## src/inc/phy_status_pkg.sv

```systemverilog
// ---------------------------------------------------------------------------
// status summary register map and field layout
// ---------------------------------------------------------------------------
package phy_status_pkg;

  // register addresses on the management port (5-bit register space)
  localparam logic [4:0] ADDR_NEG_EXPANSION = 5'h06; // negotiation_expansion_reg
  localparam logic [4:0] ADDR_STATUS_SUMMARY = 5'h10; // phy_status_summary
  localparam logic [4:0] ADDR_INT_STATUS = 5'h12; // interrupt_status_event_reg
  localparam logic [4:0] ADDR_FALSE_CARRIER = 5'h14; // false_carrier_counter_reg
  localparam logic [4:0] ADDR_RX_ERROR = 5'h15; // receive_error_counter_reg
  localparam logic [4:0] ADDR_TEN_STATUS = 5'h1a; // ten_mbps_status_control_reg

  // field positions inside phy_status_summary
  localparam int BIT_RESERVED = 15;
  localparam int BIT_CROSSOVER = 14;
  localparam int BIT_RX_ERROR = 13;
  localparam int BIT_POLARITY = 12;
  localparam int BIT_SIGNAL_DETECT = 10;
  localparam int BIT_FALSE_CARRIER = 11;
  localparam int BIT_DESCR_LOCK = 9;
  localparam int BIT_PAGE_RX = 8;
  localparam int BIT_INT_PENDING = 7;

  // reset values
  localparam logic [15:0] SUMMARY_RESET = 16'h0000;
  localparam logic LATCH_LOW_RESET = 1'b1; // latch-low bits read 0 until first read

  // status and event inputs from the rest of the port, same clock domain
  typedef struct packed {
    logic mdix_swapped; // crossover state chosen by the algorithm
    logic auto_crossover_enable; // from phy_control_reg
    logic crossover_force; // from phy_control_reg
    logic rx_error_event; // one-cycle receive error
    logic polarity_inverted; // 10 Mb/s polarity detector level
    logic false_carrier_event; // one-cycle false carrier
    logic raw_signal_detect; // 100 Mb/s raw signal detect level
    logic descrambler_lock; // 100 Mb/s descrambler lock level
    logic detect_qualify_en; // register 16h bit 8
    logic page_received_event; // one-cycle page received
    logic interrupt_event; // one-cycle enabled interrupt event
  } status_in_t;

  // management read request
  typedef struct packed {
    logic strobe; // one-cycle read request
    logic [4:0] addr; // register address
  } mgmt_read_t;

endpackage : phy_status_pkg

```

## src/logic/phy_status_summary_upper.sv

```systemverilog
`timescale 1ns/1ps
module phy_status_summary_upper
  import phy_status_pkg::*;
(
  // clock and reset
  input wire logic clk_i,
  input wire logic rst_i,
  // management register port
  input wire mgmt_read_t rd_i,
  input wire logic wr_strobe_i,
  input wire logic [15:0] wr_data_i,
  output logic [15:0] rd_data_o,
  output logic rd_valid_o,
  // status from the rest of the port
  input wire status_in_t st_i,
  // summary view and interrupt line to the rest of the chip
  output logic [15:0] summary_o,
  output logic int_pending_o
);

  // ---------------------------------------------------------------------------
  // read decode
  // ---------------------------------------------------------------------------
  wire rd_summary = rd_i.strobe && (rd_i.addr == ADDR_STATUS_SUMMARY); // summary read
  wire rd_rx_err = rd_i.strobe && (rd_i.addr == ADDR_RX_ERROR); // receive error counter read
  wire rd_fcar = rd_i.strobe && (rd_i.addr == ADDR_FALSE_CARRIER); // false carrier counter read
  wire rd_ten = rd_i.strobe && (rd_i.addr == ADDR_TEN_STATUS); // 10 Mb/s status read
  wire rd_neg = rd_i.strobe && (rd_i.addr == ADDR_NEG_EXPANSION); // expansion read
  wire rd_int = rd_i.strobe && (rd_i.addr == ADDR_INT_STATUS); // interrupt status read
  // the register is read only, so writes, bit 15 included, change nothing
  wire wr_unused = wr_strobe_i & (|wr_data_i);

  // ---------------------------------------------------------------------------
  // state
  // ---------------------------------------------------------------------------
  logic crossover_ff; // reported crossover state
  logic rx_err_ff; // sticky receive error
  logic polarity_ff; // sticky inverted polarity
  logic fcar_ff; // sticky false carrier
  logic detect_low_ff; // signal detect dropped since last summary read
  logic lock_low_ff; // lock dropped since last summary read
  logic page_ff; // sticky page received
  logic int_ff; // interrupt pending
  logic [15:0] rd_data_ff;
  logic rd_valid_ff;
  logic [15:0] summary_ff;

  // ---------------------------------------------------------------------------
  // next values
  // ---------------------------------------------------------------------------
  // enabled: track the algorithm each cycle; disabled: the force setting decides
  wire nxt_crossover = st_i.auto_crossover_enable ? st_i.mdix_swapped
                                                  : st_i.crossover_force;
  // every sticky flag: a set in the clearing cycle wins over the clear
  wire nxt_rx_err = st_i.rx_error_event | (rx_err_ff & ~rd_rx_err);
  wire nxt_polarity = st_i.polarity_inverted | (polarity_ff & ~rd_ten);
  wire nxt_fcar = st_i.false_carrier_event | (fcar_ff & ~rd_fcar);
  wire nxt_page = st_i.page_received_event | (page_ff & ~rd_neg);
  wire nxt_int = st_i.interrupt_event | (int_ff & ~rd_int);
  // qualified detect: lock gates raw detect only when 16h bit 8 is set
  wire detect_live = st_i.raw_signal_detect & (st_i.descrambler_lock | ~st_i.detect_qualify_en);
  // latch-low: a low level re-arms the hold even in the read cycle
  wire nxt_detect_low = ~detect_live | (detect_low_ff & ~rd_summary);
  wire nxt_lock_low = ~st_i.descrambler_lock | (lock_low_ff & ~rd_summary);

  // assembled summary, bits 6..0 belong to another block and read zero here
  logic [15:0] nxt_summary;
  always_comb begin
    nxt_summary = SUMMARY_RESET;
    nxt_summary[BIT_RESERVED] = 1'b0;
    nxt_summary[BIT_CROSSOVER] = crossover_ff;
    nxt_summary[BIT_RX_ERROR] = rx_err_ff;
    nxt_summary[BIT_POLARITY] = polarity_ff;
    nxt_summary[BIT_FALSE_CARRIER] = fcar_ff;
    nxt_summary[BIT_SIGNAL_DETECT] = detect_live & ~detect_low_ff;
    nxt_summary[BIT_DESCR_LOCK] = st_i.descrambler_lock & ~lock_low_ff;
    nxt_summary[BIT_PAGE_RX] = page_ff;
    nxt_summary[BIT_INT_PENDING] = int_ff;
  end

  // read data is the summary seen before this read's clears take effect
  wire [15:0] nxt_rd_data = rd_summary ? nxt_summary : 16'h0000;

  // ---------------------------------------------------------------------------
  // flags
  // ---------------------------------------------------------------------------
  always_ff @(posedge clk_i) begin
    if (rst_i) begin
      crossover_ff <= 1'b0;
      rx_err_ff <= 1'b0;
      polarity_ff <= 1'b0;
      fcar_ff <= 1'b0;
      page_ff <= 1'b0;
      int_ff <= 1'b0;
      detect_low_ff <= LATCH_LOW_RESET;
      lock_low_ff <= LATCH_LOW_RESET;
    end else begin
      crossover_ff <= nxt_crossover;
      rx_err_ff <= nxt_rx_err;
      polarity_ff <= nxt_polarity;
      fcar_ff <= nxt_fcar;
      page_ff <= nxt_page;
      int_ff <= nxt_int;
      detect_low_ff <= nxt_detect_low;
      lock_low_ff <= nxt_lock_low;
    end
  end

  // ---------------------------------------------------------------------------
  // output registers
  // ---------------------------------------------------------------------------
  always_ff @(posedge clk_i) begin
    if (rst_i) begin
      rd_data_ff <= SUMMARY_RESET;
      rd_valid_ff <= 1'b0;
      summary_ff <= SUMMARY_RESET;
    end else begin
      rd_data_ff <= nxt_rd_data;
      rd_valid_ff <= rd_summary;
      summary_ff <= nxt_summary;
    end
  end

  assign rd_data_o = rd_data_ff;
  assign rd_valid_o = rd_valid_ff;
  assign summary_o = summary_ff;
  assign int_pending_o = int_ff;

  // ---------------------------------------------------------------------------
  // assertions
  // ---------------------------------------------------------------------------
  a_top_bit_zero: assert property (@(posedge clk_i) disable iff (rst_i)
    !rd_data_o[BIT_RESERVED] && !summary_o[BIT_RESERVED])
    else $error("reserved bit 15 read as one");

  a_cross_track: assert property (@(posedge clk_i) disable iff (rst_i)
    st_i.auto_crossover_enable ##1 1'b1 |-> ##1 summary_o[BIT_CROSSOVER] == $past(st_i.mdix_swapped, 2))
    else $error("crossover bit did not track the algorithm");

  a_rx_err_hold: assert property (@(posedge clk_i) disable iff (rst_i)
    st_i.rx_error_event |=> rx_err_ff ##1 summary_o[BIT_RX_ERROR])
    else $error("receive error not latched");

  a_rx_err_clear: assert property (@(posedge clk_i) disable iff (rst_i)
    rd_rx_err && !st_i.rx_error_event |=> !rx_err_ff)
    else $error("receive error not cleared by counter read");

  a_pol_keep: assert property (@(posedge clk_i) disable iff (rst_i)
    polarity_ff && !rd_ten |=> polarity_ff)
    else $error("polarity flag lost without its register read");

  a_fcar_latch: assert property (@(posedge clk_i) disable iff (rst_i)
    st_i.false_carrier_event |=> fcar_ff)
    else $error("false carrier not latched");

  a_detect_qualify: assert property (@(posedge clk_i) disable iff (rst_i)
    st_i.detect_qualify_en && !st_i.descrambler_lock |=> !summary_o[BIT_SIGNAL_DETECT])
    else $error("signal detect shown without lock while qualified");

  a_page_keep: assert property (@(posedge clk_i) disable iff (rst_i)
    page_ff && rd_summary |=> page_ff)
    else $error("page flag cleared by a summary read");

  a_int_clear: assert property (@(posedge clk_i) disable iff (rst_i)
    int_pending_o && rd_int && !st_i.interrupt_event |=> !int_pending_o)
    else $error("interrupt not cleared by status read");

  a_lock_low: assert property (@(posedge clk_i) disable iff (rst_i)
    !st_i.descrambler_lock ##1 (!rd_summary)[*2] |=> !summary_o[BIT_DESCR_LOCK])
    else $error("lock bit rose before a summary read");

  a_reset_zero: assert property (@(posedge clk_i)
    $fell(rst_i) |-> summary_o[15:7] == 9'h000 && rd_data_o == 16'h0000)
    else $error("summary not zero after reset");

  // an event that meets its clearing read must survive, or the host misses it
  a_rx_set_wins: assert property (@(posedge clk_i) disable iff (rst_i)
    rd_rx_err && st_i.rx_error_event |=> rx_err_ff)
    else $error("receive error lost when set met its clear");

  a_pol_latch: assert property (@(posedge clk_i) disable iff (rst_i)
    st_i.polarity_inverted |=> polarity_ff)
    else $error("inverted polarity not latched");

  a_fcar_clear: assert property (@(posedge clk_i) disable iff (rst_i)
    rd_fcar && !st_i.false_carrier_event |=> !fcar_ff)
    else $error("false carrier not cleared by counter read");

  a_page_clear: assert property (@(posedge clk_i) disable iff (rst_i)
    rd_neg && !st_i.page_received_event |=> !page_ff)
    else $error("page flag not cleared by expansion read");

  a_int_latch: assert property (@(posedge clk_i) disable iff (rst_i)
    st_i.interrupt_event |=> int_pending_o)
    else $error("interrupt event not latched as pending");

  a_cross_force: assert property (@(posedge clk_i) disable iff (rst_i)
    !st_i.auto_crossover_enable ##1 1'b1 |-> ##1 summary_o[BIT_CROSSOVER] == $past(st_i.crossover_force, 2))
    else $error("crossover bit did not follow the force setting");

  a_detect_raw: assert property (@(posedge clk_i) disable iff (rst_i)
    !st_i.detect_qualify_en && !st_i.raw_signal_detect |=> !summary_o[BIT_SIGNAL_DETECT])
    else $error("signal detect shown without raw detect");

  a_lock_report: assert property (@(posedge clk_i) disable iff (rst_i)
    !st_i.descrambler_lock |=> !summary_o[BIT_DESCR_LOCK])
    else $error("lock bit shown while lock is low");

  a_read_pairs: assert property (@(posedge clk_i) disable iff (rst_i)
    rd_summary |=> rd_valid_o && rd_data_o == summary_o)
    else $error("summary read answer differs from the live summary");

  a_write_ignored: assert property (@(posedge clk_i) disable iff (rst_i)
    wr_unused && !rd_i.strobe |=> !rd_valid_o && rd_data_o == 16'h0000)
    else $error("write produced a read answer");

endmodule : phy_status_summary_upper

```

## config.mk

```make
export PLATFORM = sky130hd
export DESIGN_NAME = phy_status_summary_upper
export DESIGN_NICKNAME = d
export VERILOG_FILES = /design/src/inc/phy_status_pkg.sv /design/src/logic/phy_status_summary_upper.sv
export SDC_FILE = /design/constraint.sdc
export NUM_CORES = 1
export LEC_CHECK = 0
export BUFFER_PORTS_ARGS = -buffer_cell sky130_fd_sc_hd__buf_2
export CAP_MARGIN = 40
export CORE_MARGIN = 4
export CORE_UTILIZATION = 32
export DETAILED_ROUTE_END_ITERATION = 6
export PLACE_DENSITY = 0.7
export SYNTH_ARGS = -nofsm -noshare
export SYNTH_HDL_FRONTEND = slang
export SYNTH_SLANG_ARGS = --single-unit
export TNS_END_PERCENT = 30
```

## constraint.sdc

```tcl
create_clock -name clk_i -period 2.99 [get_ports clk_i]
set_input_delay 0.598 -clock clk_i [delete_from_list [all_inputs] [get_ports clk_i]]
set_output_delay 0.598 -clock clk_i [all_outputs]
set_load 0.02 [all_outputs]
```

==> summary.md, run 1 <==
| Metric | Value |
|---|---|
| Setup CP Type | `in -> reg` |
| Longest Clk Path Bufs | `2` |
| NumNets Final | `165` |
| Synthesized area per cell | `10.2 µm²` |
| CTS Sinks | `25` |
| H-Tree Depth | `1` |
| Final hold slack | `between 400 and 500 ps` |
| Ant diodes | `0` |
| Max incr delay on CP | `between 400 and 500 ps` |
| Flop pwr share | `62.4%` |
| Global-route wire length before repair | `approximately 2500 µm` |
| Initial antenna violation count | `0` |
| Fmax achieved | `614 MHz` |
| DR WL/cell | `10.5 µm` |
| Critical Path Fanout Max | `6` |
| Final setup viols | `0` |
| Register area | `between 500 and 600 µm²` |
| Share of cells above drive strength 1 | `33.6%` |
| Comb power frac | `12.2%` |
| Vias in the first global route | `about 590` |
| IO Count | `70` |
| DRT met1 WL | `599 µm` |
| Top routing layer used | `met3` |
| GPL Wtd Cong | `0.893` |
| Crit share post-route | `54.5%` |
| Final hold vios | `0` |
| WP buf/inv | `1` |
| Max cap viols | `0` |
| CP delay by family, top | `simple AND/OR/NAND/NOR gates` |
| Sw Share | `25.0%` |
| # Post-CTS Setup Buffers | `0` |
| # rows | `19` |
| Initial cell density of the core | `33.5%` |
| Die area | `about 3800 µm²` |
| CTS buffer count | `3` |
| Synth unique cells | `25` |
| Power per cell area | `508 nW/µm²` |
| Seq/Total Area, Yosys | `54.1%` |
| Pin count of the biggest net entering global routing | `16` |
| Chip width | `about 60 µm` |
| WL met2 | `862 µm` |
| Finished Core Util | `39.8%` |
| Seq cells post-synth | `25` |
| Mapped Area | `approximately 920 µm²` |
| Core area | `2760 µm²` |
| Vias | `677` |
| Clock Skews | `~3.5 ps` |
| P_int | `418 µW` |
| IO buf count | `36` |
| Worst min-delay path startpoint | `crossover_ff` |
| Clock Root Buffer | `clkbuf_4` |
| WL met3 | `approximately 220 µm` |
| Leakage Power | `0.000535 µW` |
| Clk pwr share | `25.4%` |
| Post-CTS sizing | `0` |
| Min Tclk post-route | `about 1600 ps` |
| Via density | `between 4 and 5` |
| 1st-iter DRT viols | `14` |
| CTS tree | `done` |
| Area grow syn2layout | `18.7%` |
| Detailed placer's ending HPWL | `1360 µm` |
| Global Route Usage Sum | `8.55%` |
| Clock transition at path regs | `120 ps` |
| Fin. max-slew vios | `0` |
| Hold Path Class | `reg -> reg` |
| Max VDD drop | `~0.28 mV` |
| Endpoint class of the critical path | `flip-flop` |
| Overflow after GRT | `0` |
| Final TNS setup | `0 ps` |
| WP data arrival | `1840 ps` |
| Routed wire length | `1680 µm` |
| Multi-input logic area | `340 µm²` |
| Post-DRT Antenna Nets | `0` |
| RSZ-0062 raised after global routing | `false` |
| Worst Setup SP | `rd_i[3]` |
| Max stage delay cell, worst path | `or3_1` |
| CP Launch Type | `input port` |
| Status | `finished, final reports clean` |
| R2r startpoint | `crossover_ff` |
| Filler cells | `282` |
| CP required | `3200 ps` |
| Clock insertion delay at the later pin of the skew report | `300 ps` |
| Syn. warnings | `0` |
| # DRC | `0` |
| Die height | `61.8 µm` |
| Net switching power | `139 µW` |
| Gate Count Post-Synth | `91` |
| Worst-path cell chain | `buf_2 > or3b_4 > or3_1 > a21o_1` |
| Hold_buf cts | `0` |
| Drt pass-1 iters | `4` |
power groups by stage:
stage	sequential, µW	clock, µW	combinational (µW)
detailed placement	356	0	67.6
finish	348	142	67.9
CTS	348	146	67.8
global route	350	155	75.3
floorplan	362	0	52.1
global placement	355	0	66.8
kinds of logic after synthesis:
family	after synthesis	share of synthesized area, %
buffers and inverters	21	15.2
other	1	0.406
AO/OA/AOI/OAI	5	3.38
flip-flops	25	54.1
AND/OR/NAND/NOR	38	25.8
multiplexers	1	1.08
through the flow:
| stage | instance area [µm²] | instances | total power [µW] | worst slack, ps |
|---|---|---|---|---|
| floorplan | 981 | 106 | 414 | 1230 |
| global placement | 1070 | 155 | 422 | 1050 |
| detailed placement | 1070 | 155 | 424 | 1020 |
| CTS | 1100 | 159 | 562 | 1360 |
| global route | 1100 | 159 | 581 | 1340 |
| finish | 1100 | 159 | 558 | 1360 |
worst paths after layout:
| path | slack (ps) | cells past startpoint | endpoint |
|---|---|---|---|
| max | 1360 | 4 | detect_low_ff |
| min | 470 | 1 | summary_o[14] |
| max reg2reg | 2320 | 2 | rd_data_o[14] |
| min reg2reg | 470 | 1 | summary_o[14] |
per-layer routing:
layer  vias to the layer above  track usage [%]
li1                        337                -
met1                       305             9.91
met2                        35             14.8
met3                         0             2.89
met4                         0             2.73
met5                         -                0
layout by cell type, fill, tap and decap left out, drive strengths merged, types with 2 or more instances in the layout:
cell type,n
nor2b,6
clkbuf,4
and2,4
nor4b,2
nor4,3
nor2,7
buf,36
inv,3
nor3,5
nand2b,4
nand2,3
dfxtp,25
a21o,2
conb,16
Yosys cell counts, drive strengths merged:
master | number | share of area (%)
o21ai | 1 | 0.54
buf | 17 | 14
inv | 3 | 1.2
or3b | 1 | 1.2
or3 | 1 | 0.68
nand4bb | 1 | 1.2
a21o | 2 | 1.6
nand2b | 4 | 2.7
mux2i | 1 | 1.1
nor2b | 6 | 4.1
conb | 1 | 0.41
nand3b | 1 | 0.81
and2 | 4 | 2.7
nor4 | 3 | 2.7
clkbuf | 1 | 0.41
nand2 | 3 | 1.2
o22ai | 1 | 0.68
dfxtp | 25 | 54
nor2 | 7 | 2.8
nor3 | 5 | 3.8
a21oi | 1 | 0.54
nor4b | 2 | 1.9
final cells by class:
type / instances / area share (%)
flip-flops and latches: 25 / 45.6
multi-input cells: 60 / 31.0
repair buffers: 36 / 16.4
well taps: 31 / 3.53
clock buffers: 4 / 2.39
inverters: 3 / 1.03
No activity file was read; power rests on OpenSTA's default activity.
==> run 2: changes to the inputs <==
--- a/config.mk
+++ b/config.mk
@@ -5,12 +5,13 @@
 export SDC_FILE = /design/constraint.sdc
 export NUM_CORES = 1
 export LEC_CHECK = 0
+export ABC_AREA = 1
 export BUFFER_PORTS_ARGS = -buffer_cell sky130_fd_sc_hd__buf_2
 export CAP_MARGIN = 40
 export CORE_MARGIN = 4
 export CORE_UTILIZATION = 32
 export DETAILED_ROUTE_END_ITERATION = 6
-export PLACE_DENSITY = 0.7
+export PLACE_DENSITY = 0.69
 export SYNTH_ARGS = -nofsm -noshare
 export SYNTH_HDL_FRONTEND = slang
 export SYNTH_SLANG_ARGS = --single-unit
==> constraint.sdc (replaced) <==
create_clock -name clk_i -period 1.53 [get_ports clk_i]
set_input_delay 0.306 -clock clk_i [delete_from_list [all_inputs] [get_ports clk_i]]
set_output_delay 0.306 -clock clk_i [all_outputs]
set_load 0.02 [all_outputs]
==> summary.md, run 2 <==
| Metric | Value |
|---|---|
| Status | `finished, final reports clean` |
| Max stage delay cell, worst path | `dfxtp_1` |
| Seq cells post-synth | `25` |
| # Post-CTS Setup Buffers | `0` |
| CP Depth | `1` |
| Max incr delay on CP | `around 340 ps` |
| RSZ-0062 raised after global routing | `false` |
| Pin count of the biggest net entering global routing | `15` |
| Drt pass-1 iters | `2` |
| Most frequent cells in the layout | `buf_2, nand2_1, dfxtp_1` |
| Overflow after GRT | `0` |
| Routed wire length | `roughly 1700 µm` |
| CTS tree | `done` |
| Clk pwr share | `24.7%` |
| Worst hold path depth | `2` |
| Final hold vios | `0` |
| CTS buffer count | `3` |
| Final WS setup | `421 ps` |
| Tot Pwr | `1110 µW` |
| NumNets Final | `193` |
| P_int | `821 µW` |
| Core area | `between 3000 and 4000 µm²` |
| R2r worst-path depth | `3` |
| Area grow syn2layout | `17.5%` |
| Vias | `between 700 and 800` |
| Comb power frac | `a little over an eighth` |
| R2r startpoint | `detect_low_ff` |
| 1st-iter DRT viols | `14` |
| Placement Setup Slack | `295 ps` |
| Max VDD drop | `0.284 mV` |
| Post-DRT Antenna Nets | `0` |
| Min Tclk post-route | `1110 ps` |
| CP delay by family, top | `flip-flops` |
| Commonest non-fill, non-tap cell in the layout | `buf_2` |
| Vias in the first global route | `620` |
| Hold_buf cts | `0` |
| Syn. warnings | `0` |
| Initial cell density of the core | `33.0%` |
| H-Tree Depth | `1` |
| Filler cells | `around 330` |
| Hold Path Class | `in -> reg` |
| Synthesized area per cell | `8.39 µm²` |
| Endpoint class of the critical path | `output port` |
| GPL Wtd Cong | `0.772` |
| Flop pwr share | `between 60 and 70%` |
| Clock Skews | `0.380 ps` |
| Via density | `3.64` |
| Setup CP Type | `reg -> out` |
| Setup crit end | `int_pending_o` |
| Yosys top cell by area | `dfxtp_1` |
| Worst-path cell chain | `buf_2` |
| Crit share post-route | `approximately 72%` |
| Chip width | `63.9 µm` |
| WP buf/inv | `1` |
| Sw Share | `about a quarter` |
| FFs w/ async S/R, synth | `0%` |
| Seq/Total Area, Yosys | `about 50%` |
| Fmax achieved | `roughly 900 MHz` |
| Global-route wire length before repair | `around 2600 µm` |
| Ys flop type | `dfxtp_1` |
| R2r endpoint | `rd_data_o[10]` |
| Max cap viols | `0` |
| Top post-synthesis cells by count | `dfxtp_1, nand2_1, inv_1` |
| Die area | `4080 µm²` |
| Power per cell area | `943 nW/µm²` |
| DR WL/cell | `between 8 and 9 µm` |
| Longest Clk Path Bufs | `2` |
| Top-area cell type share of the netlist area | `50.1%` |
| Fin. max-slew vios | `0` |
| Ant diodes | `0` |
| # DRC | `0` |
| WP data arrival | `roughly 800 ps` |
| Leakage Power | `0.000705 µW` |
| Post-CTS sizing | `0` |
| Clock insertion delay at the later pin of the skew report | `300 ps` |
| Final TNS setup | `0 ps` |
| Detailed placer's ending HPWL | `between 1000 and 1500 µm` |
| IO Count | `70` |
| FF-to-FF setup slack | `850 ps` |
| Worst Setup SP | `int_pending_o` |
| Share of cells above drive strength 1 | `a little under two fifths` |
| Gate Count Post-Synth | `119` |
| Final setup viols | `0` |
| Net switching power | `285 µW` |
| Initial antenna violation count | `0` |
| IO buf count | `36` |
| Mapped Area | `about 1000 µm²` |
| Global Route Usage Sum | `under 10%` |
| Clock transition at path regs | `120 ps` |
| Number of synthesized flops with an enable pin | `0` |
| # rows | `20` |
| Critical Path Fanout Max | `2` |
| Synth unique cells | `17` |
| Clock Root Buffer | `clkbuf_4` |
| CTS Sinks | `25` |
| CP Launch Type | `flip-flop` |
| Die height | `63.9 µm` |
| CP required | `1220 ps` |
| Largest cells by area after synthesis | `dfxtp_1, buf_4, nand2_1` |
## run 2: how the worst min path moves through the flow
stage | startpoint | endpoint | slack [ps]
after floorplan | rst_i | rd_valid_o | 370
after global placement | lock_low_ff | lock_low_ff | 430
after detailed placement | lock_low_ff | lock_low_ff | 440
after CTS | st_i[9] | crossover_ff | 180
after global routing | st_i[9] | crossover_ff | 180
final | st_i[9] | crossover_ff | 190
## run 2: area by class of cell
cell class / instances / area [µm²] / share of cell area, %
Sequential cell: 25 / 500 / 42.6
Multi-Input combinational cell: 71 / 337 / 28.7
Timing Repair Buffer: 36 / 180 / 15.4
Inverter: 20 / 75.1 / 6.40
Tap cell: 44 / 55.1 / 4.69
Clock buffer: 4 / 26.3 / 2.24
## run 2: per-layer routing
metal / vias to the layer above / routed length [µm] / track usage, %
met5: - / 0 / 0
met1: 304 / 720 / 9.58
li1: 389 / - / -
met3: 2 / 163 / 2.11
met4: 0 / 9 / 4.85
met2: 32 / 769 / 13.4
## run 2: metrics by stage
step | cells | hold slack, ps | instance area [µm²] | utilization, %
2_1_floorplan | 134 | 373 | 1050 | -
3_3_place_gp | 196 | 427 | 1150 | 37.9
3_5_place_dp | 196 | 441 | 1150 | 37.9
4_1_cts | 200 | 176 | 1170 | 38.8
5_1_grt | 200 | 176 | 1170 | 38.8
6_report | 200 | 188 | 1170 | 38.8
## run 2: cells by family (layout without fill, tap and decap cells)
kind of cell,count (synthesis),after routing,share of synthesized area [%]
and+or+nand+nor,53,53,26.7
AOI/OAI and AO/OA,2,2,1.00
DFF,25,25,50.1
other,1,16,0.376
buffers and inverters,38,60,21.8
## run 2: power by group through the flow
| stage | Sequential [µW] | Combinational (µW) | Clock (µW) |
|---|---|---|---|
| CTS | 684 | 151 | 289 |
| floorplan | 715 | 118 | 0 |
| finish | 684 | 150 | 273 |
| global placement | 698 | 149 | 0 |
| detailed placement | 699 | 151 | 0 |
| global route | 686 | 167 | 318 |
